File: src/common/bldc_cfg.svh
// Constants of the burst laser driver control block: offsets, fields, timing
`ifndef BLDC_CFG_SVH
`define BLDC_CFG_SVH

// Clock rate of pclk
`define BLDC_PCLK_MHZ 50

// Stuck link clock: time without an edge before alarm
`define BLDC_CLK_LOSS_NS 100
`define BLDC_CLK_LOSS_CYC ((`BLDC_CLK_LOSS_NS * `BLDC_PCLK_MHZ) / 1000)

// Temperature detection period
`define BLDC_CONV_PERIOD_MS 128
`define BLDC_CONV_CYC (`BLDC_CONV_PERIOD_MS * `BLDC_PCLK_MHZ * 1000)

// Register byte addresses
`define BLDC_CONFIG_ADDR 12'h000
`define BLDC_STATUS_ADDR 12'h004
`define BLDC_DACS_ADDR 12'h008
// Current tables: byte address = base + 4 * index, index 00h..FFh
`define BLDC_TABLE_SEL 2'h1
// Duty table: byte address = base + 4 * index, index 00h..1Fh
`define BLDC_DUTY_SEL 5'h10
// Start of the bias half of the current table
`define BLDC_BIAS_TABLE_OFS 8'h80

// CONFIG fields
`define BLDC_CFG_CLKPOL_BIT 0
`define BLDC_CFG_ACTPOL_BIT 1
`define BLDC_CFG_DISPOL_BIT 2
`define BLDC_CFG_THR_LSB 4

// STATUS fields
`define BLDC_ST_CLOCK_LOSS_ALARM_BIT 0
`define BLDC_ST_ACTDET_BIT 1
`define BLDC_ST_SHUTDN_BIT 2
`define BLDC_ST_BIAS_BIT 3
`define BLDC_ST_TEMP_LSB 8

// DACS fields
`define BLDC_DACS_BIAS_LSB 8
`define BLDC_DACS_DUTY_LSB 16

// Bias code clamp
`define BLDC_BIAS_MIN_CODE 8'h05

// Reset values
`define BLDC_CFG_RESET 7'h00
`define BLDC_TABLE_RESET 8'h00

`endif

File: src/common/bldc_pkg.sv
// Types shared by the burst laser driver control block
package bldc_pkg;

  // Codes presented to the current DACs and the duty extender
  typedef struct packed {
    logic [7:0] mod_code;   // Modulation DAC code
    logic [7:0] bias_code;  // Bias DAC code after clamp
    logic [4:0] duty_code;  // Pulse extension code
    logic dac_hiz;          // Both DAC outputs high impedance
    logic bias_hiz;         // Bias driver off, output high impedance
  } bldc_dac_t;

  // Whole state of the block
  typedef struct packed {
    logic lclk_s1;
    logic lclk_s2;
    logic lclk_d;
    logic burst_s1;
    logic burst_s2;
    logic data_s1;
    logic data_s2;
    logic sel_s1;
    logic sel_s2;
    logic dis_s1;
    logic dis_s2;
    logic cmp_s1;
    logic cmp_s2;
    logic [6:0] temp_s1;
    logic [6:0] temp_s2;
    logic burst_q;
    logic data_q;
    logic last_data;
    logic bias_on;
    logic mod_data;
    logic [3:0] stuck_cnt;
    logic clk_alarm;
    logic act_det;
    logic shutdown;
    logic [22:0] conv_cnt;
    logic [6:0] temp_code;
    logic load_pend;
    logic clk_pol;
    logic act_pol;
    logic dis_pol;
    logic [2:0] thr;
    logic [255:0][7:0] tbl;
    logic [31:0][4:0] duty_tbl;
    bldc_dac_t dac;
    logic clk_alarm_pin;
    logic act_pin;
    logic [3:0] ref_tenths;
    logic [31:0] prdata;
    logic pready;
    logic pslverr;
  } bldc_state_t;

endpackage

File: src/bldc_top.sv
// Burst laser driver control: input capture, feed-forward lookup, alarms
`timescale 1ns/10ps
`include "bldc_cfg.svh"

//////////////////////////////////////////////////////////////////////////////
// Summary of operation
// - Latched mode samples burst, data on falling clock
// - Bias switches on soon after sampled burst
// - Direct mode needs no clock; data delayed
// - Duty code from 6 degree temperature table
// - Duty code five bits, 0.03ns per step
// - Temperature converted to 7 bits every 128ms
// - Conversion loads mod and bias DAC codes
// - Bias code 0 off, 1-4 become 5
// - Mod and bias tables hold one entry per temperature code
// - Threshold code selects 0.9V down to 0.2V
// - Active alarm output polarity selectable
// - In latched mode, clock stuck over 100ns raises clock alarm
// - Clock alarm output polarity selectable
// - Shutdown on disable request or clock alarm
// - Disable input polarity selectable
// - Shutdown: DACs high-Z, data 0, bias off
// - Data drives modulation; zero without burst
// - Bias on during burst; extended after data 1
// - Mod table 00h-7Fh, bias table 80h-FFh
// - Duty table indexed by top five bits
module bldc_top #(
  parameter int unsigned CONV_CYCLES = `BLDC_CONV_CYC
) (
  input wire logic pclk,
  input wire logic presetn,
  input wire logic psel,
  input wire logic penable,
  input wire logic pwrite,
  input wire logic [11:0] paddr,
  input wire logic [31:0] pwdata,
  output logic [31:0] prdata,
  output logic pready,
  output logic pslverr,
  input wire logic link_clock,
  input wire logic latch_select,
  input wire logic burst_enable,
  input wire logic data_in,
  input wire logic transmit_disable,
  input wire logic [6:0] junction_temp_sensor,
  input wire logic monitor_photodiode_input,
  output logic mod_data,
  output logic bias_enable,
  output bldc_pkg::bldc_dac_t dac_out,
  output logic [3:0] active_ref_tenths,
  output logic active_alarm,
  output logic clock_loss_alarm
);
  import bldc_pkg::*;

  //////////////////////////////////////////////////////////////////////////
  // State and helpers

  bldc_state_t s;       // Registered state
  bldc_state_t next_s;  // Next state

  // Reference level in tenths of a volt for a threshold code
  function automatic logic [3:0] ref_of(input logic [2:0] code);
    logic [3:0] r;
    r = 4'h6;
    case (code)
      3'h3: r = 4'h9;
      3'h2: r = 4'h8;
      3'h1: r = 4'h7;
      3'h0: r = 4'h6;
      3'h4: r = 4'h5;
      3'h5: r = 4'h4;
      3'h6: r = 4'h3;
      3'h7: r = 4'h2;
      default: r = 4'h6;
    endcase
    return r;
  endfunction

  // Stored bias code to DAC code: zero stays zero (driver off)
  function automatic logic [7:0] bias_map(input logic [7:0] code);
    logic [7:0] r;
    r = code;
    if (code != 8'h00 && code < `BLDC_BIAS_MIN_CODE)
    begin
      r = `BLDC_BIAS_MIN_CODE;
    end
    return r;
  endfunction

  //////////////////////////////////////////////////////////////////////////
  // Next-state logic

  always_comb
  begin
    logic lclk_fall;     // Falling edge of the synced link clock
    logic lclk_edge;     // Any edge of the synced link clock
    logic dis_req;       // Disable request after polarity
    logic sd;            // Shutdown condition
    logic burst_eff;     // Burst after shutdown gating
    logic setup;         // APB setup cycle
    logic access;        // APB access completes this edge
    logic hit;           // Address maps to a register
    logic ro;            // Address is read only
    logic [31:0] rd;     // Read data for the decoded address
    logic [7:0] tidx;    // Current table index
    logic [4:0] didx;    // Duty table index
    logic [4:0] dsel;    // Duty index from temperature
    lclk_fall = 1'b0;
    lclk_edge = 1'b0;
    dis_req = 1'b0;
    sd = 1'b0;
    burst_eff = 1'b0;
    setup = 1'b0;
    access = 1'b0;
    hit = 1'b0;
    ro = 1'b0;
    rd = 32'h0000_0000;
    tidx = 8'h00;
    didx = 5'h00;
    dsel = 5'h00;
    next_s = s;

    // Two-stage synchronisers; only stage two is read by logic
    next_s.lclk_s1 = link_clock;
    next_s.lclk_s2 = s.lclk_s1;
    next_s.lclk_d = s.lclk_s2;
    next_s.burst_s1 = burst_enable;
    next_s.burst_s2 = s.burst_s1;
    next_s.data_s1 = data_in;
    next_s.data_s2 = s.data_s1;
    next_s.sel_s1 = latch_select;
    next_s.sel_s2 = s.sel_s1;
    next_s.dis_s1 = transmit_disable;
    next_s.dis_s2 = s.dis_s1;
    next_s.cmp_s1 = monitor_photodiode_input;
    next_s.cmp_s2 = s.cmp_s1;
    // Sensor code is assumed to settle long before the conversion tick
    next_s.temp_s1 = junction_temp_sensor;
    next_s.temp_s2 = s.temp_s1;

    lclk_fall = s.lclk_d & ~s.lclk_s2;
    lclk_edge = s.lclk_d ^ s.lclk_s2;

    // Input capture: latched on falling clock, or taken directly
    if (s.sel_s2)
    begin
      if (lclk_fall)
      begin
        next_s.burst_q = s.burst_s2;
        next_s.data_q = s.data_s2;
      end
    end
    else
    begin
      // Direct mode: no clock involved at all
      next_s.burst_q = s.burst_s2;
      next_s.data_q = s.data_s2;
    end

    // Stuck clock watchdog, restarted on every edge
    if (!s.sel_s2)
    begin
      // Without a clock the alarm shows its non-detected level
      next_s.stuck_cnt = 4'h0;
      next_s.clk_alarm = 1'b0;
    end
    else if (lclk_edge)
    begin
      next_s.stuck_cnt = 4'h0;
      next_s.clk_alarm = 1'b0;
    end
    else if (s.stuck_cnt == 4'(`BLDC_CLK_LOSS_CYC))
    begin
      next_s.clk_alarm = 1'b1;
    end
    else
    begin
      next_s.stuck_cnt = s.stuck_cnt + 4'h1;
    end

    // Shutdown from the disable pin or the clock alarm
    dis_req = s.dis_s2 ^ s.dis_pol;
    sd = dis_req | s.clk_alarm;
    next_s.shutdown = sd;

    // Modulation data and bias switching
    burst_eff = s.burst_q & ~sd;
    next_s.mod_data = burst_eff & s.data_q;
    if (burst_eff)
    begin
      next_s.bias_on = 1'b1;
      next_s.last_data = s.data_q;
    end
    else if (s.bias_on && s.last_data && !sd
             && s.dac.duty_code != 5'h00)
    begin
      // One extra cycle protects a trailing one bit
      next_s.bias_on = 1'b1;
      next_s.last_data = 1'b0;
    end
    else
    begin
      next_s.bias_on = 1'b0;
      next_s.last_data = 1'b0;
    end

    // Active alarm latch, released when the burst ends or on shutdown
    if (!s.burst_q || sd)
    begin
      next_s.act_det = 1'b0;
    end
    else if (s.cmp_s2)
    begin
      next_s.act_det = 1'b1;
    end

    // Alarm pins with selectable polarity
    next_s.act_pin = next_s.act_det ^ s.act_pol;
    next_s.clk_alarm_pin = next_s.clk_alarm ^ s.clk_pol;
    next_s.ref_tenths = ref_of(s.thr);

    // Periodic temperature conversion
    if (s.conv_cnt == 23'(CONV_CYCLES - 1))
    begin
      next_s.conv_cnt = 23'h0;
      next_s.temp_code = s.temp_s2;
      next_s.load_pend = 1'b1;
    end
    else
    begin
      next_s.conv_cnt = s.conv_cnt + 23'h1;
    end

    // Table lookup one cycle after the conversion; runs in shutdown too
    if (s.load_pend)
    begin
      next_s.load_pend = 1'b0;
      next_s.dac.mod_code = s.tbl[{1'b0, s.temp_code}];
      next_s.dac.bias_code =
        bias_map(s.tbl[{1'b1, s.temp_code}]);
      next_s.dac.bias_hiz =
        (s.tbl[{1'b1, s.temp_code}] == 8'h00);
      dsel = s.temp_code[6:2];
      next_s.dac.duty_code = s.duty_tbl[dsel];
    end
    next_s.dac.dac_hiz = sd;

    //////////////////////////////////////////////////////////////////////
    // APB slave: decode in setup, answer in a single access cycle
    setup = psel & ~penable;
    access = psel & penable & s.pready;
    tidx = paddr[9:2];
    didx = paddr[6:2];
    if (paddr[1:0] != 2'h0)
    begin
      hit = 1'b0;
    end
    else if (paddr == `BLDC_CONFIG_ADDR)
    begin
      hit = 1'b1;
      rd[`BLDC_CFG_CLKPOL_BIT] = s.clk_pol;
      rd[`BLDC_CFG_ACTPOL_BIT] = s.act_pol;
      rd[`BLDC_CFG_DISPOL_BIT] = s.dis_pol;
      rd[`BLDC_CFG_THR_LSB +: 3] = s.thr;
    end
    else if (paddr == `BLDC_STATUS_ADDR)
    begin
      hit = 1'b1;
      ro = 1'b1;
      rd[`BLDC_ST_CLOCK_LOSS_ALARM_BIT] = s.clk_alarm;
      rd[`BLDC_ST_ACTDET_BIT] = s.act_det;
      rd[`BLDC_ST_SHUTDN_BIT] = s.shutdown;
      rd[`BLDC_ST_BIAS_BIT] = s.bias_on;
      rd[`BLDC_ST_TEMP_LSB +: 7] = s.temp_code;
    end
    else if (paddr == `BLDC_DACS_ADDR)
    begin
      hit = 1'b1;
      ro = 1'b1;
      rd[7:0] = s.dac.mod_code;
      rd[`BLDC_DACS_BIAS_LSB +: 8] = s.dac.bias_code;
      rd[`BLDC_DACS_DUTY_LSB +: 5] = s.dac.duty_code;
    end
    else if (paddr[11:10] == `BLDC_TABLE_SEL)
    begin
      hit = 1'b1;
      rd[7:0] = s.tbl[tidx];
    end
    else if (paddr[11:7] == `BLDC_DUTY_SEL)
    begin
      hit = 1'b1;
      rd[4:0] = s.duty_tbl[didx];
    end

    // Answer registered in setup so it stands through the access cycle
    next_s.pready = setup;
    if (setup)
    begin
      next_s.prdata = pwrite ? 32'h0000_0000 : rd;
      next_s.pslverr = ~hit | (pwrite & ro);
    end
    else
    begin
      next_s.prdata = 32'h0000_0000;
      next_s.pslverr = 1'b0;
    end

    // Writes take effect only at the completing edge
    if (access && pwrite && !s.pslverr)
    begin
      if (paddr == `BLDC_CONFIG_ADDR)
      begin
        next_s.clk_pol = pwdata[`BLDC_CFG_CLKPOL_BIT];
        next_s.act_pol = pwdata[`BLDC_CFG_ACTPOL_BIT];
        next_s.dis_pol = pwdata[`BLDC_CFG_DISPOL_BIT];
        next_s.thr = pwdata[`BLDC_CFG_THR_LSB +: 3];
      end
      else if (paddr[11:10] == `BLDC_TABLE_SEL)
      begin
        next_s.tbl[tidx] = pwdata[7:0];
      end
      else if (paddr[11:7] == `BLDC_DUTY_SEL)
      begin
        next_s.duty_tbl[didx] = pwdata[4:0];
      end
    end
  end

  //////////////////////////////////////////////////////////////////////////
  // State register; all outputs come from here

  always_ff @(posedge pclk or negedge presetn)
  begin
    if (!presetn)
    begin
      s <= '0;
      // Shutdown with high-impedance DACs until the first clock edges
      s.dac.dac_hiz <= 1'b1;
      s.dac.bias_hiz <= 1'b1;
      s.ref_tenths <= 4'h6;
    end
    else
    begin
      s <= next_s;
    end
  end

  //////////////////////////////////////////////////////////////////////////
  // Outputs

  assign prdata = s.prdata;
  assign pready = s.pready;
  assign pslverr = s.pslverr;
  assign mod_data = s.mod_data;
  assign bias_enable = s.bias_on;
  assign dac_out = s.dac;
  assign active_ref_tenths = s.ref_tenths;
  assign active_alarm = s.act_pin;
  assign clock_loss_alarm = s.clk_alarm_pin;

endmodule

File: config.mk
export PLATFORM = sky130hd
export DESIGN_NAME = bldc_top
export DESIGN_NICKNAME = d
export VERILOG_FILES = /design/src/common/bldc_pkg.sv /design/src/bldc_top.sv
export VERILOG_INCLUDE_DIRS = /design/src /design/src/common
export SDC_FILE = /design/constraint.sdc
export NUM_CORES = 2
export LEC_CHECK = 0
export BUFFER_PORTS_ARGS = -buffer_cell sky130_fd_sc_hd__buf_2
export CAP_MARGIN = 25
export CORE_AREA = 2 2 644 646
export DETAILED_ROUTE_END_ITERATION = 16
export DIE_AREA = 0 0 646 648
export PLACE_DENSITY = 0.48
export RECOVER_POWER = 25
export SETUP_SLACK_MARGIN = 0.05
export SLEW_MARGIN = 20
export SYNTH_ARGS = -nofsm -noshare
export SYNTH_HDL_FRONTEND = slang
export SYNTH_SLANG_ARGS = --single-unit
File: constraint.sdc
create_clock -name pclk -period 3.2 [get_ports pclk]
set_clock_uncertainty 0.1 [all_clocks]
set_input_delay 0.16 -clock pclk [delete_from_list [all_inputs] [get_ports pclk]]
set_output_delay 0.16 -clock pclk [all_outputs]
set_load 0.05 [all_outputs]
==> qor.yml <==
outcome:
  violations: "capacitance limit, slew limit, setup timing"
  status: "finished, violations left"
setup_path:
  critical_path_required_ns: 3.94
  slowest_stage: "mux4_2"
  worstSetupEndpointType: "flop"
  cp.arrival_ns: 4.29
  startpoint_type: "flop"
  path_cells: "buf_12, buf_16, mux4_2, mux4_2, mux4_2, mux2i_1, buf_4, and4b_1, a32o_1"
  crit_fanout: 14
  timing.critical_path.mode_cell: "mux4_2"
  cp_slowest_stage_delay_ns: 0.60
  crit_type: "reg2reg"
hold_path:
  hp-class: "in2reg"
placement:
  place_congestion: 0.880
  post-dp-hpwl_mm: 324
  detailedPlace.worstSlack_ns: -1.10
  numPortBuffers: 91
layout:
  layout_common_cells: "dfrtp_1, mux2_2, mux4_2, buf_4, clkbuf_16"
  multiInputGateArea_sq_mm: 0.0618
  final_common_cell: "dfrtp_1"
  fillers: 38600
  area_delta_synth_final_pct: 21.4
  drive_gt1_share_pct: 62.8
  ff_latch_area_sq_mm: 0.0585
  nNetsFinal: 8582
floorplan:
  initial_core_util_pct: 29.9
  coreArea_sq_mm: 0.412
  die_x_um: 646
  die_area_sq_mm: 0.419
  fp.dieH_um: 648
  rows: 236
  ios: 127
sta:
  finalCritPeriodShare_pct: 111
  grt_setup_unrepaired: "yes"
  report.final.slew_viol_count: 66
  fmax_mhz: 282
  setup_tns_ns: -7.71
  layout_min_cycle_time_ns: 3.55
  relSlewSlack_pct: -15.5
  setup_viol: 47
  hold_violations: 0
  setup_slack_ns: -0.352
  worstMarginPinSlew_ns: 1.73
synthesis:
  netlist-cell-type-count: 67
  ys_seq_elements: 2335
  synthesis.area_sq_mm: 0.123
  seq_area_frac_synth_pct: 47.4
  synthArstFlopShare_pct: 100
  synth-edff-count: 0
  ys_warn_count: 0
  syn_area_per_cell_sq_um: 16.2
  synthCells: 7613
  yosys_most_used_dff: "dfrtp_1"
route:
  ant_nets: 0
  drt_iter0_drc: 6957
  totalWireLength_mm: 459
  num_vias: 78600
  drtPass1Iterations: 5
  drc: 0
  viasPerCell: 5.54
  routedWlPerCell_um: 32.3
global_routing:
  use_met2_pct: 35.1
  grtUsageMet3_pct: 3.54
  track_usage_pct: 21.7
  grtUsageMet1_pct: 30.2
  grt_max_degree: 164
  grt.busiest_layer: "met2"
  grt_pass1_wl_mm: 655
  grt-ovfl-total: 0
  antenna_found_initial: 31
  grt_pass1_vias: 82200
clock_network:
  cts_tree: "yes"
  clock-root-buffer: "clkbuf_16"
  clockBufferDepth: 4
  cts_htree_levels: 5
  cts_sinks: 2335
  clock_latency_ns: 0.91
  cts_inserted_buffers: 274
  clk_pin_slew_ns: 0.06
power_and_ir_drop:
  ir_drop_mv: 0.389
  p_leak_nw: 66.0
  powerDensity_mw_per_mm2: 434
job:
  maxCapViolations: 2
[routing by layer]
metal	vias up	part of all wire, %
met5	-	0.0078
met4	6	3.2
met3	609	5.9
met2	2572	47
met1	43900	44
li1	31500	-
[cell usage after synthesis (10+ instances only)]
cell,instances,area (sq um)
a21oi_1,69,345
a221oi_1,16,140
a22oi_1,17,128
and2_1,11,68.8
buf_1,56,210
buf_2,153,766
buf_4,92,691
buf_6,26,293
clkbuf_1,366,1370
dfrtp_1,2331,58300
inv_1,22,82.6
mux2_2,2231,25100
mux2i_1,105,1050
mux4_2,1353,30500
nand2_1,112,420
nand3_1,47,235
nand4_1,17,106
nor2_1,239,897
nor2_2,112,701
nor2b_1,16,100
nor3_1,29,145
nor4_1,10,62.6
o211ai_1,12,90.1
o21ai_0,31,155
xnor2_1,13,114
xor2_1,14,123
[stage by stage]
| stage | util [%] | hold WS (ns) | power [mW] | area [sq um] | instances |
|---|---|---|---|---|---|
| global route | 36.3 | 0.120 | 67.1 | 150000 | 14200 |
| detailed placement | 33.6 | -0.0811 | 33.3 | 139000 | 13600 |
| finish | 36.3 | 0.128 | 65.0 | 150000 | 14200 |
| floorplan | - | -0.236 | 31.4 | 123000 | 7623 |
| global placement | 33.6 | -0.0798 | 33.2 | 139000 | 13600 |
| CTS | 36.1 | 0.0473 | 65.8 | 149000 | 14100 |
[cell families (layout without fill, tap and decap cells)]
| family | Yosys count | after routing | share of synthesized area [%] |
|---|---|---|---|
| other | 1 | 18 | 0.00304 |
| DFF | 2335 | 2335 | 47.4 |
| muxes | 3690 | 3690 | 46.0 |
| adders and majority gates | 5 | 5 | 0.0508 |
| and+or+nand+nor | 637 | 637 | 2.50 |
| AOI/OAI and AO/OA | 200 | 200 | 1.04 |
| buffers and inverters | 718 | 1816 | 2.78 |
| xor gates and xnor gates | 27 | 27 | 0.192 |
[worst paths after layout]
| path | startpoint | end | slack [ns] | cells after the start |
|---|---|---|---|---|
| min in group asynchronous | presetn | s[2210]$_DFFE_PN0P_ | 0.97 | 4 |
| worst max register to register | s[2278]$_DFFE_PN0N_ | dac_out[0]$_DFFE_PN1P_ | -0.35 | 9 |
| worst min register to register | next_s[2342]$_DFF_PN0_ | s[2342]$_DFF_PN0_ | 0.26 | 0 |
| worst max-delay path | s[2278]$_DFFE_PN0N_ | dac_out[0]$_DFFE_PN1P_ | -0.35 | 9 |
| worst min-delay path | pwdata[7] | s[1534]$_DFFE_PN0P_ | 0.13 | 2 |
| max in group asynchronous | presetn | s[224]$_DFFE_PN0P_ | -0.12 | 7 |
[power breakdown]
group / switching (mW) / internal, mW / total [mW]
clock: 13.4 / 18.9 / 32.2
sequential: 0.0456 / 29.6 / 29.6
combinational: 2.22 / 0.914 / 3.13
[cell type report]
type,count,area share [%]
sequential,2335,39.1
multi-input combinational,4570,41.3
antenna,7,0.0117
clock inverter,74,0.578
timing repair buffer,1310,8.90
clock buffer,408,5.47
inverter,24,0.0627
tap,5474,4.58
[state kept, by name, summed over array words and instances, names as in the netlist]
| name | count |
|---|---|
| clock_loss_alarm | 1 |
| pslverr | 1 |
| next_s | 14 |
| bias_enable | 1 |
| active_ref_tenths | 4 |
| dac_out | 23 |
| pready | 1 |
| prdata | 21 |
| active_alarm | 1 |
| s | 2268 |
[critical path: cells and delay by family (launching register included)]
kind	cells	cell delay (ns)
buffers and inverters	3	0.55
multiplexers	4	1.82
AO/OA/AOI/OAI	1	0.17
AND/OR/NAND/NOR	1	0.23
flip-flops	1	0.53
[what timing repair did]
action                     in CTS  in global routing
resized for setup              68                 66
pin swaps                      10                 10
setup endpoints to repair      22                 57
buffers inserted               19                 62
hold endpoints to repair     2972                  0
cloned                          4                  7
hold buffers                   52                  0
No activity file was read; power rests on OpenSTA's default activity.
